`src/design/block_num_store.sv`:
```
// Small memory of accessed block numbers.
`timescale 1ns/1ps
module block_num_store #(
  parameter int DEPTH = 16,
  parameter int WIDTH = 8
) (
  // Clock.
  input wire logic i_clk,
  // Write port.
  input wire logic i_we,
  input wire logic [$clog2(DEPTH)-1:0] i_waddr,
  input wire logic [WIDTH-1:0] i_wdata,
  // Read port, data one cycle after the address.
  input wire logic [$clog2(DEPTH)-1:0] i_raddr,
  output logic [WIDTH-1:0] o_rdata
);
  // Storage, not reset on purpose.
  logic [WIDTH-1:0] mem [DEPTH];

  // Refuse unusable shapes.
  initial begin
    if (DEPTH < 2 || WIDTH < 1) begin
      $error("block_num_store: bad DEPTH or WIDTH");
    end
  end

  // Store a number when asked.
  always_ff @(posedge i_clk) begin
    if (i_we) begin
      mem[i_waddr] <= i_wdata;
    end
  end

  // Registered read data.
  always_ff @(posedge i_clk) begin
    o_rdata <= mem[i_raddr];
  end
endmodule

```
`config.mk`:
```
export PLATFORM = sky130hd
export DESIGN_NAME = block_num_store
export DESIGN_NICKNAME = d
export VERILOG_FILES = /design/src/design/block_num_store.sv
export SDC_FILE = /design/constraint.sdc
export NUM_CORES = 1
export LEC_CHECK = 0
export BUFFER_PORTS_ARGS = -buffer_cell sky130_fd_sc_hd__buf_2
export CORE_MARGIN = 2
export CORE_UTILIZATION = 40
export DETAILED_ROUTE_END_ITERATION = 7
export HOLD_SLACK_MARGIN = 0.03
export SLEW_MARGIN = 40
export SYNTH_ARGS = -nofsm -noshare
export SYNTH_HDL_FRONTEND = slang
export SYNTH_SLANG_ARGS = --single-unit
```
`constraint.sdc`:
```
create_clock -name i_clk -period 2 [get_ports i_clk]
set_clock_uncertainty 0.15 [all_clocks]
set_input_delay 0.1 -clock i_clk [delete_from_list [all_inputs] [get_ports i_clk]]
set_output_delay 0.1 -clock i_clk [all_outputs]
set_load 0.01 [all_outputs]
```
==> metrics.txt, run 1 <==
# TYPE chip_impl_metric gauge
chip_impl_info{name="result_of_the_run",value="complete, no violations"} 1
chip_impl_metric{name="grt_pass1_wl",unit="um"} 14650
chip_impl_metric{name="clock-sinks",unit=""} 136
chip_impl_metric{name="syn_to_final_growth",unit="%"} 21.41
chip_impl_metric{name="max_transition_margin",unit=""} 0.7441
chip_impl_metric{name="timing_max_transition_violations_final",unit=""} 0
chip_impl_metric{name="total_power_draw",unit="mW"} 6.514
chip_impl_metric{name="asyncSetResetFlopFracSynth",unit=""} 0
chip_impl_metric{name="wire_per_inst",unit="um"} 19.51
chip_impl_metric{name="ys_warn_count",unit=""} 0
chip_impl_metric{name="worst_setup_hold_path_clk_slew",unit="ps"} 50
chip_impl_metric{name="first_global_vias",unit=""} 2460
chip_impl_metric{name="netlist_instances",unit=""} 229
chip_impl_metric{name="irDropWorstVdd",unit="V"} 0.0005678
chip_impl_metric{name="max_slew.worst_pin.slew",unit="ps"} 383.9
chip_impl_metric{name="hold_violation_total_from_the_final_report",unit=""} 0
chip_impl_metric{name="grt_antenna_before_repair",unit=""} 0
chip_impl_info{name="synth.area.top_cells",value="sky130_fd_sc_hd__edfxtp_1 75%, sky130_fd_sc_hd__mux4_2 7.9%, sky130_fd_sc_hd__mux4_1 7.1%"} 1
chip_impl_metric{name="power_frac_seq",unit=""} 0.492
chip_impl_metric{name="htreeDepth",unit=""} 4
chip_impl_info{name="crit_type",value="reg -> reg"} 1
chip_impl_metric{name="avgSynthCellArea",unit="um^2"} 22.48
chip_impl_metric{name="synth_top_area_share",unit=""} 0.7467
chip_impl_metric{name="cts_inserted_buffers",unit=""} 17
chip_impl_info{name="critical_path.cell_chain",value="mux4_1 > a22oi_1 > nand2_1"} 1
chip_impl_metric{name="starting_density",unit=""} 0.4096
chip_impl_metric{name="switchingPower",unit="mW"} 1.240
chip_impl_info{name="critical_path.reg2reg.endpoint",value="o_rdata[1]"} 1
chip_impl_metric{name="viasPerCell",unit=""} 5.126
chip_impl_info{name="timing.critical_path.to",value="o_rdata[1]"} 1
chip_impl_metric{name="total_leakage_power",unit="nW"} 2.129
chip_impl_metric{name="clk_latency",unit="ps"} 410
chip_impl_metric{name="die_area",unit="mm^2"} 0.01379
chip_impl_metric{name="route.vias.total",unit=""} 2445
chip_impl_metric{name="timing.final.crit_period",unit="ps"} 1521
chip_impl_metric{name="clk_pwr_share",unit=""} 0.460
chip_impl_metric{name="final.setup.worst_slack",unit="ps"} 478.6
chip_impl_info{name="postSynth.topFlopCell",value="sky130_fd_sc_hd__edfxtp_1"} 1
chip_impl_metric{name="r2r_slack",unit="ps"} 480
chip_impl_metric{name="maximum_number_of_pins_on_one_net_before_global_route_repair",unit=""} 33
chip_impl_metric{name="cts_hold_repair.buffers",unit=""} 8
chip_impl_metric{name="dp_cells",unit=""} 437
chip_impl_metric{name="cts_resized",unit=""} 0
chip_impl_metric{name="critical_path.max_fanout",unit=""} 1
chip_impl_metric{name="grt-ovfl-total",unit=""} 0
chip_impl_info{name="synth_top_cell_by_area",value="sky130_fd_sc_hd__edfxtp_1"} 1
chip_impl_metric{name="seq_area_frac_synth",unit=""} 0.7778
chip_impl_info{name="synth_most_common_cell",value="sky130_fd_sc_hd__edfxtp_1"} 1
chip_impl_metric{name="post-route-util",unit=""} 0.4973
chip_impl_info{name="rsz0062_at_grt",value="false"} 1
chip_impl_metric{name="postSynthRegisterBits",unit=""} 136
chip_impl_metric{name="max_cap_violations",unit=""} 0
chip_impl_info{name="min-delay-path-class",value="in -> reg"} 1
chip_impl_metric{name="final_min_period_over_clock_period",unit=""} 0.7607
chip_impl_metric{name="synth_cell_types",unit=""} 19
chip_impl_info{name="critPathCaptureType",value="register"} 1
chip_impl_metric{name="die_w",unit="um"} 117.4
chip_impl_metric{name="finalWeightedCongestion",unit=""} 0.7265
chip_impl_info{name="start_kind",value="register"} 1
chip_impl_metric{name="crit_required",unit="ps"} 2140
chip_impl_metric{name="drc",unit=""} 0
chip_impl_metric{name="ff2ff_path_depth",unit=""} 3
chip_impl_metric{name="num_antenna_cells",unit=""} 0
chip_impl_info{name="post_synth_most_frequent_cells",value="128 x sky130_fd_sc_hd__edfxtp_1, 18 x sky130_fd_sc_hd__mux4_2, 16 x sky130_fd_sc_hd__a22oi_1"} 1
chip_impl_metric{name="grt_usage",unit=""} 0.1489
chip_impl_metric{name="max_freq",unit="GHz"} 0.6573
chip_impl_metric{name="synth.net_count",unit=""} 247
chip_impl_metric{name="cp_slowest_stage_delay",unit="ps"} 490
chip_impl_metric{name="final_cells",unit=""} 477
chip_impl_metric{name="power_report.internal_total",unit="mW"} 5.275
chip_impl_metric{name="die_y",unit="um"} 117.4
chip_impl_metric{name="syn-cell-area",unit="mm^2"} 0.005147
chip_impl_metric{name="drt_pass1_iterations",unit=""} 4
chip_impl_metric{name="setup_viol_count_final",unit=""} 0
chip_impl_metric{name="port_buffers",unit=""} 25
chip_impl_info{name="cp_slowest_cell",value="sky130_fd_sc_hd__mux4_1"} 1
chip_impl_metric{name="switching_share",unit=""} 0.1903
chip_impl_metric{name="fin_setup_tns",unit="ps"} 0
chip_impl_metric{name="share_of_layout_cells_above_drive_strength_1",unit=""} 0.2951
chip_impl_metric{name="boundaryPins",unit=""} 26
chip_impl_metric{name="place_hpwl",unit="um"} 5915
chip_impl_info{name="critPathLaunch",value="mem[2][1]"} 1
chip_impl_metric{name="num-nets-final",unit=""} 310
chip_impl_metric{name="clock_path_buffers",unit=""} 2
chip_impl_metric{name="power_frac_comb",unit=""} 0.048
chip_impl_metric{name="placeable_core_area",unit="mm^2"} 0.01257
chip_impl_metric{name="initialDrtViolationCount",unit=""} 271
chip_impl_info{name="tritoncts_clock_tree",value="done"} 1
chip_impl_metric{name="critical_path_arrival",unit="ps"} 1660
chip_impl_metric{name="cellPowerDensity",unit="mW/mm^2"} 1042
chip_impl_metric{name="route.antenna.remaining_nets",unit=""} 0
chip_impl_metric{name="cts_setup_buffers",unit=""} 0
chip_impl_metric{name="postRouteWirelength",unit="um"} 9306
chip_impl_metric{name="rows",unit=""} 41
chip_impl_metric{name="synth_edf_count",unit=""} 128
chip_impl_info{name="root_buffer",value="sky130_fd_sc_hd__clkbuf_16"} 1
chip_impl_metric{name="placement.setup.worst_slack",unit="ps"} 242.5
chip_impl_info{name="reg2reg_from",value="mem[2][1]"} 1
## placed cells by master, fill, tap and decap left out
master / instances
sky130_fd_sc_hd__and2b_1: 1
sky130_fd_sc_hd__buf_2: 25
sky130_fd_sc_hd__bufinv_16: 3
sky130_fd_sc_hd__nand3b_1: 2
sky130_fd_sc_hd__a22oi_1: 16
sky130_fd_sc_hd__clkinv_4: 1
sky130_fd_sc_hd__nand2b_1: 2
sky130_fd_sc_hd__clkinvlp_4: 1
sky130_fd_sc_hd__nor2_1: 13
sky130_fd_sc_hd__buf_4: 18
sky130_fd_sc_hd__mux4_1: 14
sky130_fd_sc_hd__buf_12: 3
sky130_fd_sc_hd__dlygate4sd3_1: 8
sky130_fd_sc_hd__clkbuf_16: 17
sky130_fd_sc_hd__edfxtp_1: 128
sky130_fd_sc_hd__clkinv_2: 3
sky130_fd_sc_hd__nand3_1: 1
sky130_fd_sc_hd__nand2_1: 9
sky130_fd_sc_hd__nor2b_1: 1
sky130_fd_sc_hd__clkinv_1: 2
sky130_fd_sc_hd__nor3_1: 4
sky130_fd_sc_hd__or3b_2: 1
sky130_fd_sc_hd__clkbuf_1: 5
sky130_fd_sc_hd__mux4_2: 18
sky130_fd_sc_hd__dfxtp_1: 8
sky130_fd_sc_hd__and2_1: 1
## state kept, by name, indices dropped and copies added, names as in the netlist
signal	flops
mem	128
o_rdata	8
## power groups by stage
stage                     Clock [mW]  Combinational (mW)  Sequential [mW]
after CTS                       3.06               0.319             3.21
after global routing            3.19               0.342             3.21
after detailed placement           0               0.306             3.26
after floorplan                    0               0.162             3.27
after global placement             0               0.301             3.26
final                           3.00               0.312             3.21
## worst min path at each step
stage	slack, ps	start	end	cells after the start
floorplan	50	i_wdata[0]	mem[0][0]	0
global placement	340	i_wdata[5]	mem[6][5]	1
detailed placement	350	o_rdata[1]	o_rdata[1]	1
CTS	90	i_waddr[1]	mem[0][1]	3
global route	110	i_waddr[0]	mem[0][4]	3
finish	100	i_waddr[1]	mem[0][4]	3
## worst max-delay path, delay by kind of cell (launching register included)
| kind | cells | cell delay [ps] |
|---|---|---|
| mux | 1 | 490 |
| simple gates | 1 | 90 |
| compound gates | 1 | 320 |
| flops | 1 | 350 |
## stage by stage
stage	hold WS, ps	area, um^2
global route	110.5	6250
global placement	335.1	5597
CTS	88.04	6250
finish	104.5	6250
detailed placement	347.5	5597
floorplan	48.87	5147
## layer usage
layer,GRT usage,vias to the layer above,share of wire
met4,0.06099,0,0.015
met2,0.2295,53,0.49
li1,-,1102,-
met5,0,-,0
met3,0.04912,13,0.038
met1,0.1963,1277,0.46
## cells by family after synthesis
kind of cell	count (synthesis)	share of synthesized area
multiplexers	32	0.1502
buffers and inverters	10	0.01677
AND/OR/NAND/NOR	35	0.03184
AO/OA/AOI/OAI	16	0.02334
flip-flops	136	0.7778
## final cells by class
type                            count  area, um^2
Clock inverter                     10       128.9
Tap cell                          172       215.2
Multi-Input combinational cell     83        1057
Timing Repair Buffer               54       400.4
Clock buffer                       22       444.2
Sequential cell                   136        4004
Fill cell                        1006        6319
No activity file was read; power rests on OpenSTA's default activity.
==> inputs of run 2 (changes only) <==
==> constraint.sdc (replaced) <==
create_clock -name i_clk -period 1.5 [get_ports i_clk]
set_clock_uncertainty 0.15 [all_clocks]
set_input_delay 0.075 -clock i_clk [delete_from_list [all_inputs] [get_ports i_clk]]
set_output_delay 0.075 -clock i_clk [all_outputs]
set_load 0.01 [all_outputs]
==> run 2 against run 1 <==
Against the previous run: clock power increased by 57%; critical path depth unchanged; count of clock-buffer cells in the layout is 5 lower; critical endpoint unchanged.
==> metrics.txt, run 2 (synthesized netlist as in run 1, its figures left out) <==
# TYPE chip_impl_metric gauge
chip_impl_info{name="min-delay-path-class",value="in -> reg"} 1
chip_impl_metric{name="max_freq",unit="GHz"} 0.6906
chip_impl_metric{name="hold_violation_total_from_the_final_report",unit=""} 0
chip_impl_info{name="worst_hold_startpoint",value="i_waddr[0]"} 1
chip_impl_metric{name="dp_cells",unit=""} 442
chip_impl_metric{name="final_min_period_over_clock_period",unit=""} 0.9654
chip_impl_info{name="crit_type",value="reg -> reg"} 1
chip_impl_metric{name="timing_max_transition_violations_final",unit=""} 0
chip_impl_metric{name="ff2ff_path_depth",unit=""} 3
chip_impl_metric{name="largest_register_ffs",unit=""} 128
chip_impl_metric{name="first_global_vias",unit=""} 2591
chip_impl_metric{name="rows",unit=""} 41
chip_impl_metric{name="port_buffers",unit=""} 25
chip_impl_metric{name="die_w",unit="um"} 117.4
chip_impl_metric{name="drc",unit=""} 0
chip_impl_metric{name="final_cells",unit=""} 482
chip_impl_metric{name="drt_pass1_iterations",unit=""} 4
chip_impl_metric{name="placeable_core_area",unit="mm^2"} 0.01257
chip_impl_metric{name="power_report.internal_total",unit="mW"} 7.722
chip_impl_info{name="final_cell_mix",value="128 x sky130_fd_sc_hd__edfxtp_1, 25 x sky130_fd_sc_hd__buf_2, 22 x sky130_fd_sc_hd__buf_4"} 1
chip_impl_metric{name="r2r_slack",unit="ps"} 50
chip_impl_metric{name="fill_cells",unit=""} 989
chip_impl_metric{name="wire_per_inst",unit="um"} 20.31
chip_impl_metric{name="setup_viol_count_final",unit=""} 0
chip_impl_metric{name="num_antenna_cells",unit=""} 0
chip_impl_metric{name="post_dp_cell_area",unit="mm^2"} 0.005652
chip_impl_metric{name="worst_setup_hold_path_clk_slew",unit="ps"} 50
chip_impl_metric{name="clock-sinks",unit=""} 136
chip_impl_metric{name="num-nets-final",unit=""} 315
chip_impl_metric{name="die_y",unit="um"} 117.4
chip_impl_metric{name="clock_path_buffers",unit=""} 2
chip_impl_info{name="hold_path_end",value="mem[4][3]"} 1
chip_impl_metric{name="finalWeightedCongestion",unit=""} 0.7149
chip_impl_metric{name="htreeDepth",unit=""} 4
chip_impl_metric{name="critical_path_arrival",unit="ps"} 1580
chip_impl_info{name="result_of_the_run",value="complete, no violations"} 1
chip_impl_metric{name="route.antenna.remaining_nets",unit=""} 0
chip_impl_info{name="critical_path.reg2reg.endpoint",value="o_rdata[1]"} 1
chip_impl_metric{name="grt-ovfl-total",unit=""} 0
chip_impl_metric{name="power_frac_comb",unit=""} 0.048
chip_impl_info{name="root_buffer",value="sky130_fd_sc_hd__clkbuf_16"} 1
chip_impl_metric{name="holdPathStages",unit=""} 3
chip_impl_metric{name="grt_usage",unit=""} 0.1542
chip_impl_info{name="regMostFlops",value="mem"} 1
chip_impl_metric{name="placement.setup.worst_slack",unit="ps"} -144.6
chip_impl_info{name="tritoncts_clock_tree",value="done"} 1
chip_impl_metric{name="switching_share",unit=""} 0.1824
chip_impl_info{name="layout_top_registers",value="mem: 128 flops, o_rdata: 8 flops"} 1
chip_impl_metric{name="maximum_number_of_pins_on_one_net_before_global_route_repair",unit=""} 29
chip_impl_info{name="layout_commonest_cell",value="sky130_fd_sc_hd__edfxtp_1"} 1
chip_impl_metric{name="clk_latency",unit="ps"} 410
chip_impl_metric{name="syn_to_final_growth",unit="%"} 25.21
chip_impl_metric{name="place_hpwl",unit="um"} 6316
chip_impl_metric{name="final.setup.worst_slack",unit="ps"} 51.96
chip_impl_metric{name="crit_required",unit="ps"} 1630
chip_impl_metric{name="grt_antenna_before_repair",unit=""} 0
chip_impl_metric{name="starting_density",unit=""} 0.4096
chip_impl_metric{name="total_power_draw",unit="mW"} 9.446
chip_impl_metric{name="clk_pwr_share",unit=""} 0.499
chip_impl_metric{name="critical_path.max_fanout",unit=""} 1
chip_impl_metric{name="postRouteWirelength",unit="um"} 9789
chip_impl_metric{name="final_cell_area",unit="mm^2"} 0.006445
chip_impl_metric{name="max_transition_margin",unit=""} 0.3695
chip_impl_info{name="critPathCaptureType",value="register"} 1
chip_impl_metric{name="power_frac_seq",unit=""} 0.453
chip_impl_metric{name="cellPowerDensity",unit="mW/mm^2"} 1466
chip_impl_metric{name="grt_pass1_wl",unit="um"} 15280
chip_impl_metric{name="irDropWorstVdd",unit="V"} 0.0009789
chip_impl_metric{name="initialDrtViolationCount",unit=""} 256
chip_impl_metric{name="max_slew.worst_pin.slew",unit="ps"} 942.2
chip_impl_metric{name="total_leakage_power",unit="nW"} 2.210
chip_impl_info{name="start_kind",value="register"} 1
chip_impl_info{name="reg2reg_from",value="mem[1][1]"} 1
chip_impl_metric{name="timing.final.crit_period",unit="ps"} 1448
chip_impl_metric{name="cts_setup_buffers",unit=""} 0
chip_impl_metric{name="viasPerCell",unit=""} 5.035
chip_impl_metric{name="switchingPower",unit="mW"} 1.723
chip_impl_metric{name="route.vias.total",unit=""} 2427
chip_impl_metric{name="share_of_layout_cells_above_drive_strength_1",unit=""} 0.3613
chip_impl_metric{name="cts_inserted_buffers",unit=""} 17
chip_impl_metric{name="boundaryPins",unit=""} 26
chip_impl_metric{name="die_area",unit="mm^2"} 0.01379
chip_impl_metric{name="max_cap_violations",unit=""} 0
## run 2: cell types whose count changed in the layout (fill, tap and decap cells not counted), moves of 2 or more
cell	change
sky130_fd_sc_hd__buf_4	+4
sky130_fd_sc_hd__a22oi_2	+8
sky130_fd_sc_hd__a22oi_1	-8
sky130_fd_sc_hd__clkbuf_1	-5
sky130_fd_sc_hd__clkinv_2	+2
sky130_fd_sc_hd__bufinv_16	+4
sky130_fd_sc_hd__mux4_1	-2
sky130_fd_sc_hd__mux4_2	+2
## run 2: timing repair
action                                 CTS  global route
setup endpoints to repair                1             8
endpoints found under the hold margin  128             0
hold buffers                             8             0
pin swaps                                0             1
resized for setup                        1             9
## run 2: through the flow
step	hold slack, ps	setup TNS [ps]	utilization
after floorplan	23.87	0	-
after global placement	309.7	-824.0	0.4497
after detailed placement	317.8	-866.9	0.4497
after CTS	60.48	0	0.5106
after global routing	90.43	-4.396	0.5128
final	71.82	0	0.5128
## run 2: layout make-up
cell class	instances	area, um^2	area share
tap	172	215.2	0.03339
timing repair buffer	59	450.4	0.06989
sequential	136	4004	0.6212
clock inverter	15	255.2	0.03960
multi-input combinational	83	1095	0.1699
clock buffer	17	425.4	0.06601
## run 2: power by group through the flow
stage | Combinational [mW] | Sequential (mW) | Clock (mW)
final | 0.452 | 4.28 | 4.72
after global routing | 0.492 | 4.28 | 4.98
after CTS | 0.446 | 4.28 | 4.80
after detailed placement | 0.427 | 4.36 | 0
after global placement | 0.419 | 4.35 | 0
after floorplan | 0.216 | 4.36 | 0
## run 2: per-layer routing
layer / track usage / vias up / wire length (um)
met1: 0.1998 / 1272 / 4395
met5: 0 / - / 0
met2: 0.2500 / 47 / 4999
met4: 0.04970 / 0 / 63
li1: - / 1106 / -
met3: 0.04767 / 2 / 332
## run 2: worst max-delay path, cell delays in order, from the launching register on
cell and delay (ps):
sky130_fd_sc_hd__edfxtp_1 370, sky130_fd_sc_hd__mux4_1 530, sky130_fd_sc_hd__a22oi_2 210, sky130_fd_sc_hd__nand2_1 70
## run 2: worst max path at each step
| stage | to | startpoint |
|---|---|---|
| 3_5_place_dp | o_rdata[1] | i_raddr[0] |
| 6_report | o_rdata[1] | mem[1][1] |
| 4_1_cts | o_rdata[2] | mem[0][2] |
| 3_3_place_gp | o_rdata[1] | i_raddr[0] |
| 5_1_grt | o_rdata[2] | mem[2][2] |
| 2_1_floorplan | mem[3][0] | i_waddr[2] |
==> inputs of run 3 (changes only) <==
--- a/config.mk
+++ b/config.mk
@@ -5,11 +5,12 @@
 export SDC_FILE = /design/constraint.sdc
 export NUM_CORES = 1
 export LEC_CHECK = 0
-export BUFFER_PORTS_ARGS = -buffer_cell sky130_fd_sc_hd__buf_2
 export CORE_MARGIN = 2
 export CORE_UTILIZATION = 40
 export DETAILED_ROUTE_END_ITERATION = 7
+export DONT_BUFFER_PORTS = 1
 export HOLD_SLACK_MARGIN = 0.03
+export SETUP_SLACK_MARGIN = 0.5
 export SLEW_MARGIN = 40
 export SYNTH_ARGS = -nofsm -noshare
 export SYNTH_HDL_FRONTEND = slang
==> run 3 against run 2 <==
Against the previous run: the flow now finishes with violations (negative hold slack); via count fell by 7.0%; critical path type unchanged; combinational power down 27%; worst hold slack worse by 260 ps; total power is 5.7% lower; final area shrank 3.1%; largest cell class unchanged; critical path depth is the same.
==> metrics.txt, run 3 (synthesized netlist as in run 1, its figures left out) <==
# TYPE chip_impl_metric gauge
chip_impl_info{name="result_of_the_run",value="finished, violations left"} 1
chip_impl_info{name="failing_checks",value="negative hold slack"} 1
chip_impl_info{name="root_buffer",value="sky130_fd_sc_hd__clkbuf_16"} 1
chip_impl_metric{name="max_cap_violations",unit=""} 0
chip_impl_metric{name="viasPerCell",unit=""} 5.118
chip_impl_metric{name="boundaryPins",unit=""} 26
chip_impl_metric{name="final_min_period_over_clock_period",unit=""} 0.9559
chip_impl_metric{name="syn_to_final_growth",unit="%"} 21.32
chip_impl_metric{name="rows",unit=""} 41
chip_impl_info{name="layout_top_registers",value="mem: 128 flops, o_rdata: 8 flops"} 1
chip_impl_metric{name="port_buffers",unit=""} 0
chip_impl_info{name="worst_hold_startpoint",value="i_raddr[1]"} 1
chip_impl_metric{name="timing_max_transition_violations_final",unit=""} 0
chip_impl_metric{name="total_leakage_power",unit="nW"} 2.010
chip_impl_metric{name="clock_path_buffers",unit=""} 2
chip_impl_metric{name="max_slew.worst_pin.slew",unit="ps"} 566.6
chip_impl_metric{name="num-nets-final",unit=""} 273
chip_impl_info{name="rsz0062_at_grt",value="true"} 1
chip_impl_metric{name="route.antenna.remaining_nets",unit=""} 0
chip_impl_metric{name="placeable_core_area",unit="mm^2"} 0.01257
chip_impl_info{name="regMostFlops",value="mem"} 1
chip_impl_info{name="critPathLaunch",value="mem[8][4]"} 1
chip_impl_metric{name="maximum_number_of_pins_on_one_net_before_global_route_repair",unit=""} 33
chip_impl_metric{name="max_freq",unit="GHz"} 0.6974
chip_impl_metric{name="setup_viol_count_final",unit=""} 0
chip_impl_metric{name="cts_setup_buffers",unit=""} 0
chip_impl_metric{name="drc",unit=""} 0
chip_impl_metric{name="critical_path_arrival",unit="ps"} 1580
chip_impl_metric{name="die_y",unit="um"} 117.4
chip_impl_metric{name="die_w",unit="um"} 117.4
chip_impl_metric{name="timing.final.crit_period",unit="ps"} 1434
chip_impl_metric{name="wire_per_inst",unit="um"} 21.65
chip_impl_metric{name="first_global_vias",unit=""} 2487
chip_impl_metric{name="initialDrtViolationCount",unit=""} 175
chip_impl_metric{name="fin_setup_tns",unit="ps"} 0
chip_impl_info{name="crit_type",value="reg -> reg"} 1
chip_impl_metric{name="grt_antenna_before_repair",unit=""} 1
chip_impl_metric{name="starting_density",unit=""} 0.4096
chip_impl_metric{name="htreeDepth",unit=""} 4
chip_impl_metric{name="hold_violation_total_from_the_final_report",unit=""} 88
chip_impl_info{name="min-delay-path-class",value="in -> reg"} 1
chip_impl_metric{name="irDropWorstVdd",unit="V"} 0.0007634
chip_impl_metric{name="clock-sinks",unit=""} 136
chip_impl_metric{name="worst_setup_hold_path_clk_slew",unit="ps"} 60
chip_impl_metric{name="grt-ovfl-total",unit=""} 0
chip_impl_metric{name="grt_pass1_wl",unit="um"} 14720
chip_impl_info{name="final_cell_mix",value="128 x sky130_fd_sc_hd__edfxtp_1, 32 x sky130_fd_sc_hd__mux4_2, 17 x sky130_fd_sc_hd__clkbuf_16"} 1
chip_impl_metric{name="drt_pass1_iterations",unit=""} 4
chip_impl_metric{name="clk_latency",unit="ps"} 420
chip_impl_metric{name="cts_inserted_buffers",unit=""} 17
chip_impl_info{name="layout_commonest_cell",value="sky130_fd_sc_hd__edfxtp_1"} 1
chip_impl_metric{name="cellPowerDensity",unit="mW/mm^2"} 1427
chip_impl_metric{name="die_area",unit="mm^2"} 0.01379
chip_impl_metric{name="cts_hold_repair.buffers",unit=""} 8
chip_impl_metric{name="place_hpwl",unit="um"} 5825
chip_impl_metric{name="finalWeightedCongestion",unit=""} 0.7119
chip_impl_metric{name="dp_cells",unit=""} 400
chip_impl_info{name="critPathCaptureType",value="register"} 1
chip_impl_metric{name="final_cells",unit=""} 441
chip_impl_info{name="reg2reg_from",value="mem[8][4]"} 1
chip_impl_metric{name="postRouteWirelength",unit="um"} 9547
chip_impl_metric{name="critical_path.max_fanout",unit=""} 1
chip_impl_metric{name="share_of_layout_cells_above_drive_strength_1",unit=""} 0.4067
chip_impl_info{name="start_kind",value="register"} 1
chip_impl_metric{name="crit_required",unit="ps"} 1650
chip_impl_metric{name="max_transition_margin",unit=""} 0.6206
chip_impl_metric{name="timing.hold.ws",unit="ps"} -192.2
chip_impl_metric{name="largest_register_ffs",unit=""} 128
chip_impl_metric{name="grt_usage",unit=""} 0.1512
chip_impl_info{name="tritoncts_clock_tree",value="done"} 1
chip_impl_metric{name="route.vias.total",unit=""} 2257
run 3: cell count changes in the layout (fill, tap and decap cells not counted), sizes merged:
cell | previous run | this run
clkbuf | 17 | 19
clkinv | 7 | 6
dlygate4sd3 | 8 | 2
buf | 51 | 9
dlymetal6s4s | 0 | 6
clkinvlp | 1 | 2
diode | 0 | 1
bufinv | 7 | 4
inv | 0 | 1
run 3: final timing paths:
kind	endpoint	slack (ps)	cells after the start
worst max-delay path	o_rdata[4]	70	3
worst min-delay path	o_rdata[7]	-190	3
worst max register to register	o_rdata[4]	70	3
worst min register to register	o_rdata[7]	520	3
run 3: repair_timing:
item | 4_1_cts | 5_1_grt
pin swaps | 0 | 0
gates resized for setup | 15 | 9
endpoints found under the setup margin | 16 | 93
endpoints found under the hold margin | 234 | 96
run 3: worst max-delay path, cell delays in order, from the launching register on:
cell and delay [ps]:
sky130_fd_sc_hd__edfxtp_1 380, sky130_fd_sc_hd__mux4_2 480, sky130_fd_sc_hd__a22oi_2 230, sky130_fd_sc_hd__nand2_1 70
run 3: cell type report:
| class | count | area (um^2) |
|---|---|---|
| fillers | 1001 | 6324 |
| flip-flops and latches | 136 | 4019 |
| multi-input cells | 83 | 1185 |
| clock buffers | 19 | 432.9 |
| well taps | 172 | 215.2 |
| repair buffers | 17 | 212.7 |
| clock inverters | 13 | 177.7 |
| diodes | 1 | 2.502 |
run 3: power breakdown:
| part | internal [mW] | total [mW] | switching [mW] |
|---|---|---|---|
| Clock | 2.77 | 4.28 | 1.51 |
| Sequential | 4.26 | 4.30 | 0.0410 |
| Combinational | 0.165 | 0.332 | 0.167 |
run 3: per-stage QoR:
stage	utilization	instance area, um^2	total power [mW]	setup WS, ps
CTS	0.4939	6207	8.982	54.73
finish	0.4969	6245	8.909	66.14
floorplan	-	5264	4.614	172.0
detailed placement	0.4357	5477	4.633	-17.87
global route	0.4969	6245	9.189	37.00
global placement	0.4357	5477	4.627	26.80
run 3: metal layers:
| metal | wire (um) | vias to the layer above | global-route usage |
|---|---|---|---|
| met5 | 0 | - | 0 |
| met4 | 121 | 0 | 0.07154 |
| met3 | 413 | 10 | 0.04377 |
| met2 | 4992 | 52 | 0.2401 |
| met1 | 4019 | 1184 | 0.1927 |
| li1 | - | 1011 | - |
